<file path="src/design/rcl_pkg.sv">
// Purpose: Shared constants and types for the recloser dead-time/close/safety sequencer.
// Assumes: 100 MHz clock, 32-bit register port with byte addresses.
// Notes:   Timer settings are counted in 10 ms ticks.
package rcl_pkg;

  localparam int unsigned CLK_PERIOD_NS = 10;
  localparam int unsigned TICK_PERIOD_NS = 10_000_000;
  localparam int unsigned TICK_CYCLES = (TICK_PERIOD_NS + CLK_PERIOD_NS - 1) / CLK_PERIOD_NS;

  localparam int unsigned ADDR_W = 8;
  localparam int unsigned DATA_W = 32;
  localparam int unsigned TMR_W = 16;
  localparam int unsigned ATT_W = 3;
  localparam int unsigned NUM_ATT = 4;

  localparam logic [ADDR_W-1:0] OFS_CTRL = 8'h00;
  localparam logic [ADDR_W-1:0] OFS_DEAD1 = 8'h04;
  localparam logic [ADDR_W-1:0] OFS_DEAD2 = 8'h08;
  localparam logic [ADDR_W-1:0] OFS_DEAD3 = 8'h0C;
  localparam logic [ADDR_W-1:0] OFS_DEAD4 = 8'h10;
  localparam logic [ADDR_W-1:0] OFS_SYNC_WAIT = 8'h14;
  localparam logic [ADDR_W-1:0] OFS_CLOSE_FAIL = 8'h18;
  localparam logic [ADDR_W-1:0] OFS_SAFETY = 8'h1C;
  localparam logic [ADDR_W-1:0] OFS_EXT_RESET = 8'h20;
  localparam logic [ADDR_W-1:0] OFS_STATUS = 8'h24;

  // CTRL field positions
  localparam int unsigned CTRL_LIMIT_LSB = 0;
  localparam int unsigned CTRL_DEP_BIT = 4;
  localparam int unsigned CTRL_SYNC_SUP_LSB = 8;
  localparam int unsigned CTRL_SYNC_WAIT_LSB = 12;

  // STATUS field positions
  localparam int unsigned STAT_STATE_LSB = 0;
  localparam int unsigned STAT_ATT_LSB = 8;
  localparam int unsigned STAT_CAUSE_LSB = 12;
  localparam int unsigned STAT_FIRST3P_BIT = 16;

  localparam logic [ATT_W-1:0] LIMIT_RESET = 3'h1;
  localparam logic [TMR_W-1:0] DEAD_RESET = 16'h0032;
  localparam logic [TMR_W-1:0] SYNC_WAIT_RESET = 16'h01F4;
  localparam logic [TMR_W-1:0] CLOSE_FAIL_RESET = 16'h0032;
  localparam logic [TMR_W-1:0] SAFETY_RESET = 16'h03E8;
  localparam logic [TMR_W-1:0] EXT_RESET_RESET = 16'h01F4;

  typedef enum logic [7:0] {
    ST_IDLE = 8'h01,
    ST_START = 8'h02,
    ST_DEAD = 8'h04,
    ST_SYNC_WAIT = 8'h08,
    ST_CLOSING = 8'h10,
    ST_SAFETY = 8'h20,
    ST_LOCKOUT = 8'h40,
    ST_EXT_RESET = 8'h80
  } rcl_state_type;

  typedef enum logic [2:0] {
    LC_NONE = 3'h0,
    LC_NO_SYNC = 3'h1,
    LC_CLOSE_FAIL = 3'h2,
    LC_FINAL_TRIP = 3'h3,
    LC_BRK_OPEN = 3'h4,
    LC_CLOSE_ON_FAULT = 3'h5
  } rcl_cause_type;

  typedef struct packed {
    logic [ATT_W-1:0] limit;
    logic dependent;
    logic [NUM_ATT-1:0] sync_sup;
    logic [NUM_ATT-1:0] sync_wait_en;
  } rcl_cfg_type;

  typedef struct packed {
    logic [TMR_W-1:0] dead1;
    logic [TMR_W-1:0] dead2;
    logic [TMR_W-1:0] dead3;
    logic [TMR_W-1:0] dead4;
    logic [TMR_W-1:0] sync_wait;
    logic [TMR_W-1:0] close_fail;
    logic [TMR_W-1:0] safety;
    logic [TMR_W-1:0] ext_reset;
  } rcl_times_type;

endpackage : rcl_pkg

</file>
<file path="src/design/rcl_timer.sv">
// Purpose: Tick-counting timer with a programmable terminal count.
// Assumes: tick is a one-cycle pulse; load restarts the count.
// Notes:   A terminal count of zero expires on the first tick.
`timescale 1ns/100ps
module rcl_timer (
  input wire logic clock,
  input wire logic resetn,
  input wire logic tick,
  input wire logic load,
  input wire logic [rcl_pkg::TMR_W-1:0] limit,
  output logic expired
);
  import rcl_pkg::*;

  logic [TMR_W-1:0] count_q;
  logic expired_q;

  always_ff @(posedge clock or negedge resetn) begin
    if (!resetn) begin
      count_q <= '0;
      expired_q <= 1'b0;
    end else if (load) begin
      count_q <= '0;
      expired_q <= 1'b0;
    end else if (tick && !expired_q) begin
      count_q <= count_q + 16'h0001;
      expired_q <= (count_q + 16'h0001) >= limit;
    end
  end

  assign expired = expired_q;

endmodule : rcl_timer

</file>
<file path="src/design/rcl_sequencer.sv">
// Purpose: Dead time, synchronism check, wait-for-close and safety time of a recloser.
// Assumes: Pins are asynchronous; seq_start and first_trip_3ph come from local logic.
// Notes:   Lockout is left only when the breaker is seen closed.
`timescale 1ns/100ps

// How it works
// - first attempt entering dead time loads the first dead-time setting.
// - second and third attempts load their own dead times, always three-phase.
// - block command during dead time returns to idle, no reclose.
// - per-attempt sync supervision off: dead-time expiry closes at once.
// - supervision on and sync present at expiry: close.
// - sync absent, wait disabled for attempt: lockout for lack of synchronism.
// - wait enabled: sync before wait expiry closes, else no-sync lockout.
// - reclose command drives the breaker close output.
// - close-failure timer expiry with a pole open flags failure and locks out.
// - all poles closed before close-failure expiry enters safety time.
// - reclose command drops when the wait-for-close phase ends.
// - one shared safety timer; expiry without trip returns to idle.
// - trip in safety with limit reached, or dependent after 3-phase, locks out.
// - trip in safety with attempts left goes to the start-time state.
// - pole opening during safety time locks out on breaker open.
// - block command during safety time returns to idle.
// - dead-time value is selected by attempt number, then same sync handling.
// - attempt limit programmable up to four.
// - sequence-in-progress holds from dead time until idle or lockout.
// - lockout waits for breaker closed, then runs the external-close reset time.
module rcl_sequencer #(
  parameter int unsigned TICK_CYCLES = rcl_pkg::TICK_CYCLES
) (
  input wire logic clock,
  input wire logic resetn,
  input wire logic [rcl_pkg::ADDR_W-1:0] reg_addr,
  input wire logic [rcl_pkg::DATA_W-1:0] reg_wdata,
  input wire logic reg_write,
  input wire logic reg_read,
  output logic [rcl_pkg::DATA_W-1:0] reg_rdata,
  input wire logic seq_start,
  input wire logic first_trip_3ph,
  input wire logic reclose_start_element,
  input wire logic recloser_block_cmd,
  input wire logic sync_ok,
  input wire logic any_pole_open,
  output logic reclose_command,
  output logic breaker_close,
  output logic close_failure_flag,
  output logic sequence_in_progress,
  output logic start_time_request,
  output logic lockout
);
  import rcl_pkg::*;

  ////////////////////////////////////////////////////////////////////////////
  // Pin synchronisers

  localparam int unsigned NPIN = 4;
  logic [NPIN-1:0] pin_raw;
  logic [NPIN-1:0] pin_meta_q;
  logic [NPIN-1:0] pin_q;
  logic trip_s;
  logic block_s;
  logic sync_s;
  logic open_s;

  assign pin_raw = {reclose_start_element, recloser_block_cmd, sync_ok, any_pole_open};

  genvar gi;
  generate
    for (gi = 0; gi < NPIN; gi++) begin : g_sync
      always_ff @(posedge clock or negedge resetn) begin
        if (!resetn) begin
          pin_meta_q[gi] <= 1'b0;
          pin_q[gi] <= 1'b0;
        end else begin
          pin_meta_q[gi] <= pin_raw[gi];
          pin_q[gi] <= pin_meta_q[gi];
        end
      end
    end
  endgenerate

  assign {trip_s, block_s, sync_s, open_s} = pin_q;

  ////////////////////////////////////////////////////////////////////////////
  // Tick base

  logic [31:0] tick_cnt_q;
  logic tick_q;

  always_ff @(posedge clock or negedge resetn) begin
    if (!resetn) begin
      tick_cnt_q <= '0;
      tick_q <= 1'b0;
    end else if (tick_cnt_q >= 32'(TICK_CYCLES - 1)) begin
      tick_cnt_q <= '0;
      tick_q <= 1'b1;
    end else begin
      tick_cnt_q <= tick_cnt_q + 32'h00000001;
      tick_q <= 1'b0;
    end
  end

  ////////////////////////////////////////////////////////////////////////////
  // Registers

  rcl_cfg_type cfg_q;
  rcl_times_type times_q;
  rcl_state_type state_q;
  rcl_state_type state_d;
  logic [ATT_W-1:0] att_q;
  logic [ATT_W-1:0] att_d;
  logic first3p_q;
  rcl_cause_type cause_q;
  rcl_cause_type cause_d;

  always_ff @(posedge clock or negedge resetn) begin
    if (!resetn) begin
      cfg_q <= '{limit: LIMIT_RESET, dependent: 1'b0, sync_sup: '0, sync_wait_en: '0};
      times_q <= '{DEAD_RESET, DEAD_RESET, DEAD_RESET, DEAD_RESET, SYNC_WAIT_RESET,
                   CLOSE_FAIL_RESET, SAFETY_RESET, EXT_RESET_RESET};
    end else if (reg_write) begin
      unique case (reg_addr)
        OFS_CTRL: begin
          // Limit clamped to 1..4 so the safety compare is always meaningful
          if (reg_wdata[CTRL_LIMIT_LSB +: ATT_W] == 3'h0) begin
            cfg_q.limit <= 3'h1;
          end else if (reg_wdata[CTRL_LIMIT_LSB +: ATT_W] > 3'(NUM_ATT)) begin
            cfg_q.limit <= 3'(NUM_ATT);
          end else begin
            cfg_q.limit <= reg_wdata[CTRL_LIMIT_LSB +: ATT_W];
          end
          cfg_q.dependent <= reg_wdata[CTRL_DEP_BIT];
          cfg_q.sync_sup <= reg_wdata[CTRL_SYNC_SUP_LSB +: NUM_ATT];
          cfg_q.sync_wait_en <= reg_wdata[CTRL_SYNC_WAIT_LSB +: NUM_ATT];
        end
        OFS_DEAD1: times_q.dead1 <= reg_wdata[TMR_W-1:0];
        OFS_DEAD2: times_q.dead2 <= reg_wdata[TMR_W-1:0];
        OFS_DEAD3: times_q.dead3 <= reg_wdata[TMR_W-1:0];
        OFS_DEAD4: times_q.dead4 <= reg_wdata[TMR_W-1:0];
        OFS_SYNC_WAIT: times_q.sync_wait <= reg_wdata[TMR_W-1:0];
        OFS_CLOSE_FAIL: times_q.close_fail <= reg_wdata[TMR_W-1:0];
        OFS_SAFETY: times_q.safety <= reg_wdata[TMR_W-1:0];
        OFS_EXT_RESET: times_q.ext_reset <= reg_wdata[TMR_W-1:0];
        default: begin
        end
      endcase
    end
  end

  always_ff @(posedge clock or negedge resetn) begin
    if (!resetn) begin
      reg_rdata <= '0;
    end else if (reg_read) begin
      unique case (reg_addr)
        OFS_CTRL: reg_rdata <= 32'({cfg_q.sync_wait_en, cfg_q.sync_sup, 3'h0, cfg_q.dependent,
                                    1'b0, cfg_q.limit});
        OFS_DEAD1: reg_rdata <= 32'(times_q.dead1);
        OFS_DEAD2: reg_rdata <= 32'(times_q.dead2);
        OFS_DEAD3: reg_rdata <= 32'(times_q.dead3);
        OFS_DEAD4: reg_rdata <= 32'(times_q.dead4);
        OFS_SYNC_WAIT: reg_rdata <= 32'(times_q.sync_wait);
        OFS_CLOSE_FAIL: reg_rdata <= 32'(times_q.close_fail);
        OFS_SAFETY: reg_rdata <= 32'(times_q.safety);
        OFS_EXT_RESET: reg_rdata <= 32'(times_q.ext_reset);
        OFS_STATUS: reg_rdata <= 32'({first3p_q, 1'b0, cause_q, 1'b0, att_q, state_q});
        default: reg_rdata <= '0;
      endcase
    end else begin
      reg_rdata <= '0;
    end
  end

  ////////////////////////////////////////////////////////////////////////////
  // Timer

  logic tmr_load;
  logic tmr_expired;
  logic [TMR_W-1:0] tmr_limit;
  logic [TMR_W-1:0] dead_sel;

  always_comb begin
    unique case (att_d)
      3'h2: dead_sel = times_q.dead2;
      3'h3: dead_sel = times_q.dead3;
      3'h4: dead_sel = times_q.dead4;
      default: dead_sel = times_q.dead1;
    endcase
  end

  always_comb begin
    unique case (state_d)
      ST_DEAD: tmr_limit = dead_sel;
      ST_SYNC_WAIT: tmr_limit = times_q.sync_wait;
      ST_CLOSING: tmr_limit = times_q.close_fail;
      ST_SAFETY: tmr_limit = times_q.safety;
      default: tmr_limit = times_q.ext_reset;
    endcase
  end

  // Every state change restarts the one shared timer; no two timers overlap
  assign tmr_load = state_d != state_q;

  rcl_timer u_timer (
    .clock(clock),
    .resetn(resetn),
    .tick(tick_q),
    .load(tmr_load),
    .limit(tmr_limit),
    .expired(tmr_expired)
  );

  ////////////////////////////////////////////////////////////////////////////
  // Sequence state

  logic [ATT_W-1:0] cur_idx;
  assign cur_idx = att_q - 3'h1;

  always_comb begin
    state_d = state_q;
    att_d = att_q;
    cause_d = cause_q;
    unique case (state_q)
      ST_IDLE: begin
        if (seq_start && !block_s) begin
          state_d = ST_DEAD;
          att_d = 3'h1;
        end
      end
      ST_START: begin
        if (block_s) begin
          state_d = ST_IDLE;
        end else if (seq_start) begin
          state_d = ST_DEAD;
        end
      end
      ST_DEAD: begin
        if (block_s) begin
          state_d = ST_IDLE;
        end else if (tmr_expired) begin
          if (!cfg_q.sync_sup[cur_idx[1:0]] || sync_s) begin
            state_d = ST_CLOSING;
          end else if (cfg_q.sync_wait_en[cur_idx[1:0]]) begin
            state_d = ST_SYNC_WAIT;
          end else begin
            state_d = ST_LOCKOUT;
            cause_d = LC_NO_SYNC;
          end
        end
      end
      ST_SYNC_WAIT: begin
        if (block_s) begin
          state_d = ST_IDLE;
        end else if (sync_s) begin
          state_d = ST_CLOSING;
        end else if (tmr_expired) begin
          state_d = ST_LOCKOUT;
          cause_d = LC_NO_SYNC;
        end
      end
      ST_CLOSING: begin
        if (!open_s) begin
          state_d = ST_SAFETY;
        end else if (tmr_expired) begin
          state_d = ST_LOCKOUT;
          cause_d = LC_CLOSE_FAIL;
        end
      end
      ST_SAFETY: begin
        if (block_s) begin
          state_d = ST_IDLE;
        end else if (trip_s) begin
          if (att_q >= cfg_q.limit || (cfg_q.dependent && first3p_q)) begin
            state_d = ST_LOCKOUT;
            cause_d = LC_FINAL_TRIP;
          end else begin
            state_d = ST_START;
            att_d = att_q + 3'h1;
          end
        end else if (open_s) begin
          state_d = ST_LOCKOUT;
          cause_d = LC_BRK_OPEN;
        end else if (tmr_expired) begin
          state_d = ST_IDLE;
        end
      end
      ST_LOCKOUT: begin
        if (!open_s) begin
          state_d = ST_EXT_RESET;
        end
      end
      ST_EXT_RESET: begin
        if (trip_s) begin
          state_d = ST_LOCKOUT;
          cause_d = LC_CLOSE_ON_FAULT;
        end else if (tmr_expired) begin
          state_d = ST_IDLE;
        end
      end
      default: begin
        state_d = ST_IDLE;
      end
    endcase
    if (state_d == ST_IDLE) begin
      cause_d = LC_NONE;
    end
  end

  always_ff @(posedge clock or negedge resetn) begin
    if (!resetn) begin
      state_q <= ST_IDLE;
      att_q <= '0;
      cause_q <= LC_NONE;
    end else begin
      state_q <= state_d;
      att_q <= att_d;
      cause_q <= cause_d;
    end
  end

  always_ff @(posedge clock or negedge resetn) begin
    if (!resetn) begin
      first3p_q <= 1'b0;
    end else if (state_q == ST_IDLE && state_d == ST_DEAD) begin
      first3p_q <= first_trip_3ph;
    end
  end

  ////////////////////////////////////////////////////////////////////////////
  // Outputs, all registered from the next state

  always_ff @(posedge clock or negedge resetn) begin
    if (!resetn) begin
      reclose_command <= 1'b0;
      breaker_close <= 1'b0;
      close_failure_flag <= 1'b0;
      sequence_in_progress <= 1'b0;
      start_time_request <= 1'b0;
      lockout <= 1'b0;
    end else begin
      reclose_command <= state_d == ST_CLOSING;
      breaker_close <= state_d == ST_CLOSING;
      // Cause outlives lockout into the reset time; flag must not
      close_failure_flag <= state_d == ST_LOCKOUT && cause_d == LC_CLOSE_FAIL;
      sequence_in_progress <= state_d inside {ST_START, ST_DEAD, ST_SYNC_WAIT,
                                              ST_CLOSING, ST_SAFETY};
      start_time_request <= state_d == ST_START;
      lockout <= state_d == ST_LOCKOUT;
    end
  end

endmodule : rcl_sequencer

</file>
<file path="config.mk">
export PLATFORM = sky130hd
export DESIGN_NAME = rcl_sequencer
export DESIGN_NICKNAME = d
export VERILOG_FILES = /design/src/design/rcl_pkg.sv /design/src/design/rcl_timer.sv /design/src/design/rcl_sequencer.sv
export SDC_FILE = /design/constraint.sdc
export NUM_CORES = 1
export LEC_CHECK = 0
export ABC_AREA = 1
export BUFFER_PORTS_ARGS = -buffer_cell sky130_fd_sc_hd__buf_2
export CELL_PAD_IN_SITES_DETAIL_PLACEMENT = 0
export CELL_PAD_IN_SITES_GLOBAL_PLACEMENT = 1
export CORE_MARGIN = 4
export CORE_UTILIZATION = 49
export DETAILED_ROUTE_END_ITERATION = 10
export PLACE_DENSITY = 0.85
export SETUP_SLACK_MARGIN = 0.02
export SLEW_MARGIN = 30
export SYNTH_ARGS = -nofsm -noshare
export SYNTH_HDL_FRONTEND = slang
export SYNTH_SLANG_ARGS = --single-unit
</file>
<file path="constraint.sdc">
create_clock -name clock -period 6.28 [get_ports clock]
set_clock_uncertainty 0.2 [all_clocks]
set_input_delay 0.628 -clock clock [delete_from_list [all_inputs] [get_ports clock]]
set_output_delay 0.628 -clock clock [all_outputs]
set_load 0.005 [all_outputs]
</file>
### Yosys cells after proc, flatten, opt, wreduce, memory -nomap -nowiden

Cells that the tools add are included.

| operators by class | value |
|---|---|
| reductions and logical operators | 23 |
| equal/unequal tests | 29 |
| multiplexer cells | 56 |
| add/sub/neg operators | 4 |
| order comparisons | 5 |

Operators by type and width:

| operator | number |
|---|---|
| $pmux 17 s10 | 1 |
| $mux 8 | 15 |
| $mux 32 | 2 |
| $pmux 16 s4 | 1 |
| $pmux 8 s8 | 1 |
| $mux 3 | 21 |
| $eq 8x5->1 const B | 6 |
| $pmux 16 s3 | 1 |
| $add 32x1->32 const B | 1 |
| $eq 8x4->1 const B | 4 |
| $eq 8x6->1 const B | 4 |
| $ge 32x20->1 const B | 1 |
| $mux 16 | 2 |
| $eq 8x3->1 const B | 3 |
| $mux 7 | 3 |
| $reduce_and 2->1 | 9 |
| $add 16x1->16 const B | 1 |
| $eq 8x1->1 const B | 2 |
| $eq 8x2->1 const B | 2 |
| $eq 8x7->1 const B | 2 |
| $ge 16x16->1 | 1 |
| $pmux 3 s5 | 1 |
| $eq 3x2->1 const B | 3 |
| $eq 8x8->1 const B | 1 |
| other kinds (17) | 29 |

| storage, ports and cells | value |
|---|---|
| output and inout port bits | 38 |
| logic and storage cells | 151 |
| bits in registers | 250 |

### Logic depth before layout (Yosys ltp)

| depth | value |
|---|---|
| depth in word-level cells | 14 |
| gate-level depth with buffers | 26 |
| gate-level depth less buffers | 25 |

### Cells and area by module

From an unflattened synthesis, not the netlist that was laid out.

| second synthesis, totals | value |
|---|---|
| cells, all modules | 1613 |
| area total of the unflattened synthesis | 12689.7 um2 |

Modules (own cells, without submodules):

| module | area an instance (um2) | cells each | instances |
|---|---|---|---|
| rcl_sequencer | 11207.0 | 1398 | 1 |
| rcl_timer | 1482.7 | 215 | 1 |

### Worst setup path before layout

Ideal clock, no wire load.

| timing | value |
|---|---|
| kind | register to register |
| start point | register att_q[0] |
| end point | register u_timer.expired_q, in the netlist u_timer.expired |
| stages on the path, launching flop included | 27 |
| clock period less this slack | 3604 ps |
| data required time | 5956 ps |
| slack | 2676 ps |
| arrival | 3281 ps |
| path buffers | 2 |
| cells stage by stage | dfrtp_1 inv_2 ha_1 inv_1 nand2_1 nand2_1 inv_1 nor2_1 nand4_1 nand3_1 nand2_1 buf_2 nor2_4 buf_4 nand2_1 nand4_1 nand2_1 nand2_1 nand2_1 ha_1 a21oi_1 o21a_1 nor2_1 o21bai_1 o311ai_0 a21oi_1 nor2_4 |

| between the ends | value |
|---|---|
| word-level cells in the longest chain between the ends | 14 |
| elaborated cells on any way between the ends | 37 |
| classes of those cells | add/sub (2); order compare (2); eq/ne (8); mux (21); reduce/logical (4) |

RTL lines:

| element | line | source |
|---|---|---|
| start: declaration | rcl_sequencer.sv:109 | `logic [ATT_W-1:0] att_q;` |
| start signal: assignment | rcl_sequencer.sv:314 | `att_q <= att_d;` |
| $sub 2x1->2 | rcl_sequencer.sv:215 | `assign cur_idx = att_q - 3'h1;` |
| $bmux 1 s2 | rcl_sequencer.sv:239 | `if (!cfg_q.sync_sup[cur_idx[1:0]] \|\| sync_s) begin` |
| $mux 1 (not written as such) | rcl_sequencer.sv:239 |  |
| $logic_not 1->1 | rcl_sequencer.sv:239 |  |
| $logic_or 1x1->1 | rcl_sequencer.sv:239 |  |
| $mux 7 | rcl_sequencer.sv:239 |  |
| $mux 8 | rcl_sequencer.sv:238 | `end else if (tmr_expired) begin` |
| $mux 8 | rcl_sequencer.sv:236 | `if (block_s) begin` |
| $pmux 8 s8 | rcl_sequencer.sv:221 | `unique case (state_q)` |
| $eq 8x6->1, or another cell as far along | rcl_sequencer.sv:190 | `unique case (state_d)` |
| $pmux 16 s4 | rcl_sequencer.sv:190 |  |
| $ge 16x16->1 | rcl_timer.sv:27 | `expired_q <= (count_q + 16'h0001) >= limit;` |
| $mux 1 | rcl_timer.sv:25 | `end else if (tick && !expired_q) begin` |
| $mux 1 | rcl_timer.sv:22 | `end else if (load) begin` |
| end signal: assignment | rcl_timer.sv:27 |  |
| end: declaration | rcl_timer.sv:16 | `logic expired_q;` |

Several ways; a longest one is shown, not always the timed one. The select of a mux whose other input is x is not followed.
A chain may end at the register's enable or synchronous reset.

### Worst setup path after layout

Same ends and word-level chain as after synthesis.

==> results.sh <==
export IMPL_outcome="complete, no violations"
export IMPL_crit_fanout=16
export IMPL_synth_edff_count=0
export IMPL_async_flop_share_pct=100.0
export IMPL_layout_min_cycle_time_ns=4.928
export IMPL_syn_area_sq_um=12640
export IMPL_crit_top_cell="nand2_1"
export IMPL_cp_slowest_stage_delay_ns=0.56
export IMPL_nets=1746
export IMPL_worst_ep_arrival_time_ns=5.18
export IMPL_root_buffer="clkbuf_16"
export IMPL_fmax_mhz=202.9
export IMPL_drc=0
export IMPL_syn_avg_cell_area_sq_um=7.825
export IMPL_via_per_inst=5.564
export IMPL_finalHoldViolations=0
export IMPL_syn_to_final_growth_pct=12.78
export IMPL_ant_nets=0
export IMPL_tightest_slew_ns=0.9694
export IMPL_fin_crit_sh_pct=78.47
export IMPL_initialDrtViolationCount=1166
export IMPL_yosys_area_top_type_share_pct=39.60
export IMPL_tns_ns=0
export IMPL_leakagePower_nw=6.896
export IMPL_gp_congestion=0.9301
export IMPL_grt_usage_pct=27.52
export IMPL_wl_per_cell_um=19.38
export IMPL_cp_cell_sequence="inv_2 -> ha_1 -> inv_1 -> nand2_1 -> nand2_1 -> inv_1 -> nor2_1 -> nand4_1 -> nand3_1 -> nand2_1 -> buf_4 -> nor2_4 -> nand2_1 -> nand4_1 -> nand2_1 -> nand2_1 -> nand2_1 -> ha_1 -> nand2_1 -> nor2_1 -> nand4_1 -> o311ai_0 -> a21oi_1 -> nor2_4"
export IMPL_clk_path_buf_depth=3
export IMPL_yosysUniqueCellTypes=53
export IMPL_crit_type="reg2reg"
export IMPL_grt_pass1_wl_um=61090
export IMPL_power_mw=3.991
export IMPL_clk_latency_ns=0.55
export IMPL_max_cap_violations=0
export IMPL_synth_seq_cells=235
export IMPL_dpl_cell_count=1970
export IMPL_setup_ws_ns=1.352
export IMPL_numClockSinks=235
export IMPL_yosys_warnings=0
export IMPL_drive_gt1_share_pct=12.39
export IMPL_synth_main_ff_cell="dfrtp_1"
export IMPL_io_buffers=56
export IMPL_power_density_nw_per_um2=280.0
export IMPL_fillers=2382
export IMPL_initial_utilization_pct=50.04
export IMPL_grt_max_degree=109
export IMPL_clkTransAtPathRegs_ns=0.06
export IMPL_yosys_top_cells_area="dfrtp_1, nand2_1, o21ai_0, dfstp_2, inv_1"
export IMPL_vias=11270
export IMPL_die_x_um=168.6
export IMPL_cts_tree="built"
export IMPL_pre_cts_ws_ns=1.480
export IMPL_h_tree_depth=1
export IMPL_ys_seq_area_share_pct=46.88
export IMPL_ioPinCount=88
export IMPL_rows=58
export IMPL_reg2reg_slack_ns=1.35
export IMPL_dieArea_sq_um=28420
export IMPL_grt_ovfl_total=0
export IMPL_grt_pass1_vias=10730
export IMPL_final_cell_count_no_fill=2025
export IMPL_cts_buffers=27
export IMPL_finalSetupViolCount=0
export IMPL_antennaDiodeCount=0
export IMPL_routed_wl_um=39250
export IMPL_crit_slowest_cell="nor2_4"
export IMPL_crit_path_start_kind="flop"
export IMPL_hpwl_um=26200
export IMPL_antenna_found_initial=1
export IMPL_syn_instance_count=1615
export IMPL_crit_required_ns=6.54
export IMPL_max_slew_margin_rel_pct=35.22
export IMPL_grt_setup_unrepaired="no"
export IMPL_die_h_um=168.6
export IMPL_synth_top_cell_by_area="dfrtp_1"
export IMPL_drtPass1Iterations=5
export IMPL_cp_end_kind="flop"
export IMPL_ir_drop_mv=0.2057
export IMPL_hold_class="in2reg"
export IMPL_report_final_slew_viol_count=0
export IMPL_final_util_pct=56.44
export IMPL_core_sq_um=25250
==> area by class of cell <==
type / count / area [sq um] / area share (%)
clock buffer: 36 / 719.4 / 5.048
clock inverter: 14 / 265.3 / 1.861
inverter: 171 / 644.4 / 4.521
multi-input combinational: 1159 / 5803 / 40.72
sequential: 235 / 5924 / 41.57
tap: 330 / 412.9 / 2.897
timing repair buffer: 80 / 483.0 / 3.389
==> final timing paths <==
path	from	end	cells after the start
max	att_q[0]$_DFF_PN0_	u_timer.expired$_DFFE_PN0P_	24
min	reg_wdata[1]	cfg_q[10]$_DFFE_PN0P_	3
max reg2reg	att_q[0]$_DFF_PN0_	u_timer.expired$_DFFE_PN0P_	24
min reg2reg	pin_meta_q[1]$_DFF_PN0_	sync_s$_DFF_PN0_	0
max in group asynchronous	resetn	cfg_q[2]$_DFFE_PN0P_	3
min in group asynchronous	resetn	times_q[103]$_DFFE_PN0P_	2
==> metrics by stage <==
step	hold WS (ns)	instance area (sq um)
after floorplan	0.1312	12730
after global placement	0.1365	13210
after detailed placement	0.1465	13220
after CTS	0.09163	14250
after global routing	0.1129	14250
final	0.1012	14250
==> cells by family after synthesis <==
kind of cell / Yosys count / synth area share, %
adder cells (fa/ha/maj): 22 / 2.178
AND/OR/NAND/NOR: 788 / 27.77
multiplexers: 1 / 0.07921
XOR/XNOR: 19 / 1.317
flip-flops: 235 / 46.88
other: 1 / 0.02967
AO/OA/AOI/OAI: 302 / 13.65
buffers and inverters: 247 / 8.089
==> where the power goes <==
| part | switching, mW | internal [mW] | total [mW] | leakage (nW) |
|---|---|---|---|---|
| Clock | 0.635 | 1.10 | 1.73 | 0.472 |
| Combinational | 0.403 | 0.180 | 0.584 | 3.36 |
| Sequential | 0.0744 | 1.60 | 1.68 | 3.07 |
==> repair_timing <==
action | 4_1_cts | 5_1_grt
endpoints found under the hold margin | 82 | 0
hold buffers | 5 | 0
gates resized for setup | 0 | 0
buffers inserted | 0 | 0
==> cells in the mapped netlist (all sizes together), types with 19 or more instances <==
master and n:
inv 171, a21oi 36, o21ai 198, a221oi 19, dfrtp 200, nand2 495
buf 31, nand4 36, dfstp 35, nor2 132, nand3 96, ha 22
clkbuf 45
==> routing by layer <==
metal / share of wire (%) / wire length, um / vias up / global-route usage (%)
li1: - / - / 5364 / -
met1: 42 / 16370 / 5348 / 37.31
met2: 46 / 17890 / 464 / 44.10
met3: 9.0 / 3546 / 89 / 6.235
met4: 3.6 / 1426 / 2 / 9.033
met5: 0.033 / 13 / - / 0
==> worst max-delay path, delay by kind of cell, from the launching register on <==
family / cells / cell delay (ns)
AO/OA/AOI/OAI: 2 / 0.58
adder cells (fa/ha/maj): 2 / 0.62
buffers and inverters: 4 / 0.56
flip-flops: 1 / 0.48
AND/OR/NAND/NOR: 16 / 2.40
==> registers in the layout (all words and copies together) (netlist names), 3 cells and up <==
signal	flops
state_q	8
cfg_q	12
att_q	3
pin_meta_q	4
times_q	128
cause_q	3
u_timer.count_q	16
tick_cnt_q	32
reg_rdata	17
==> layout by cell type (no fill, tap or decap), drive strengths merged, types with 6 or more instances in the layout <==
cell and count:
buf 75, a21oi 36, nand4 36, ha 22, nor2 132, nand2 495, nor3 17, conb 27
inv 172, a221oi 19, o22ai 12, clkbuf 36, dfstp 35, nand3 96, bufinv 7, o21ai 198
dfrtp 200, xor2 16, o21bai 6
Note: power is estimated with default switching activity, not from simulation.
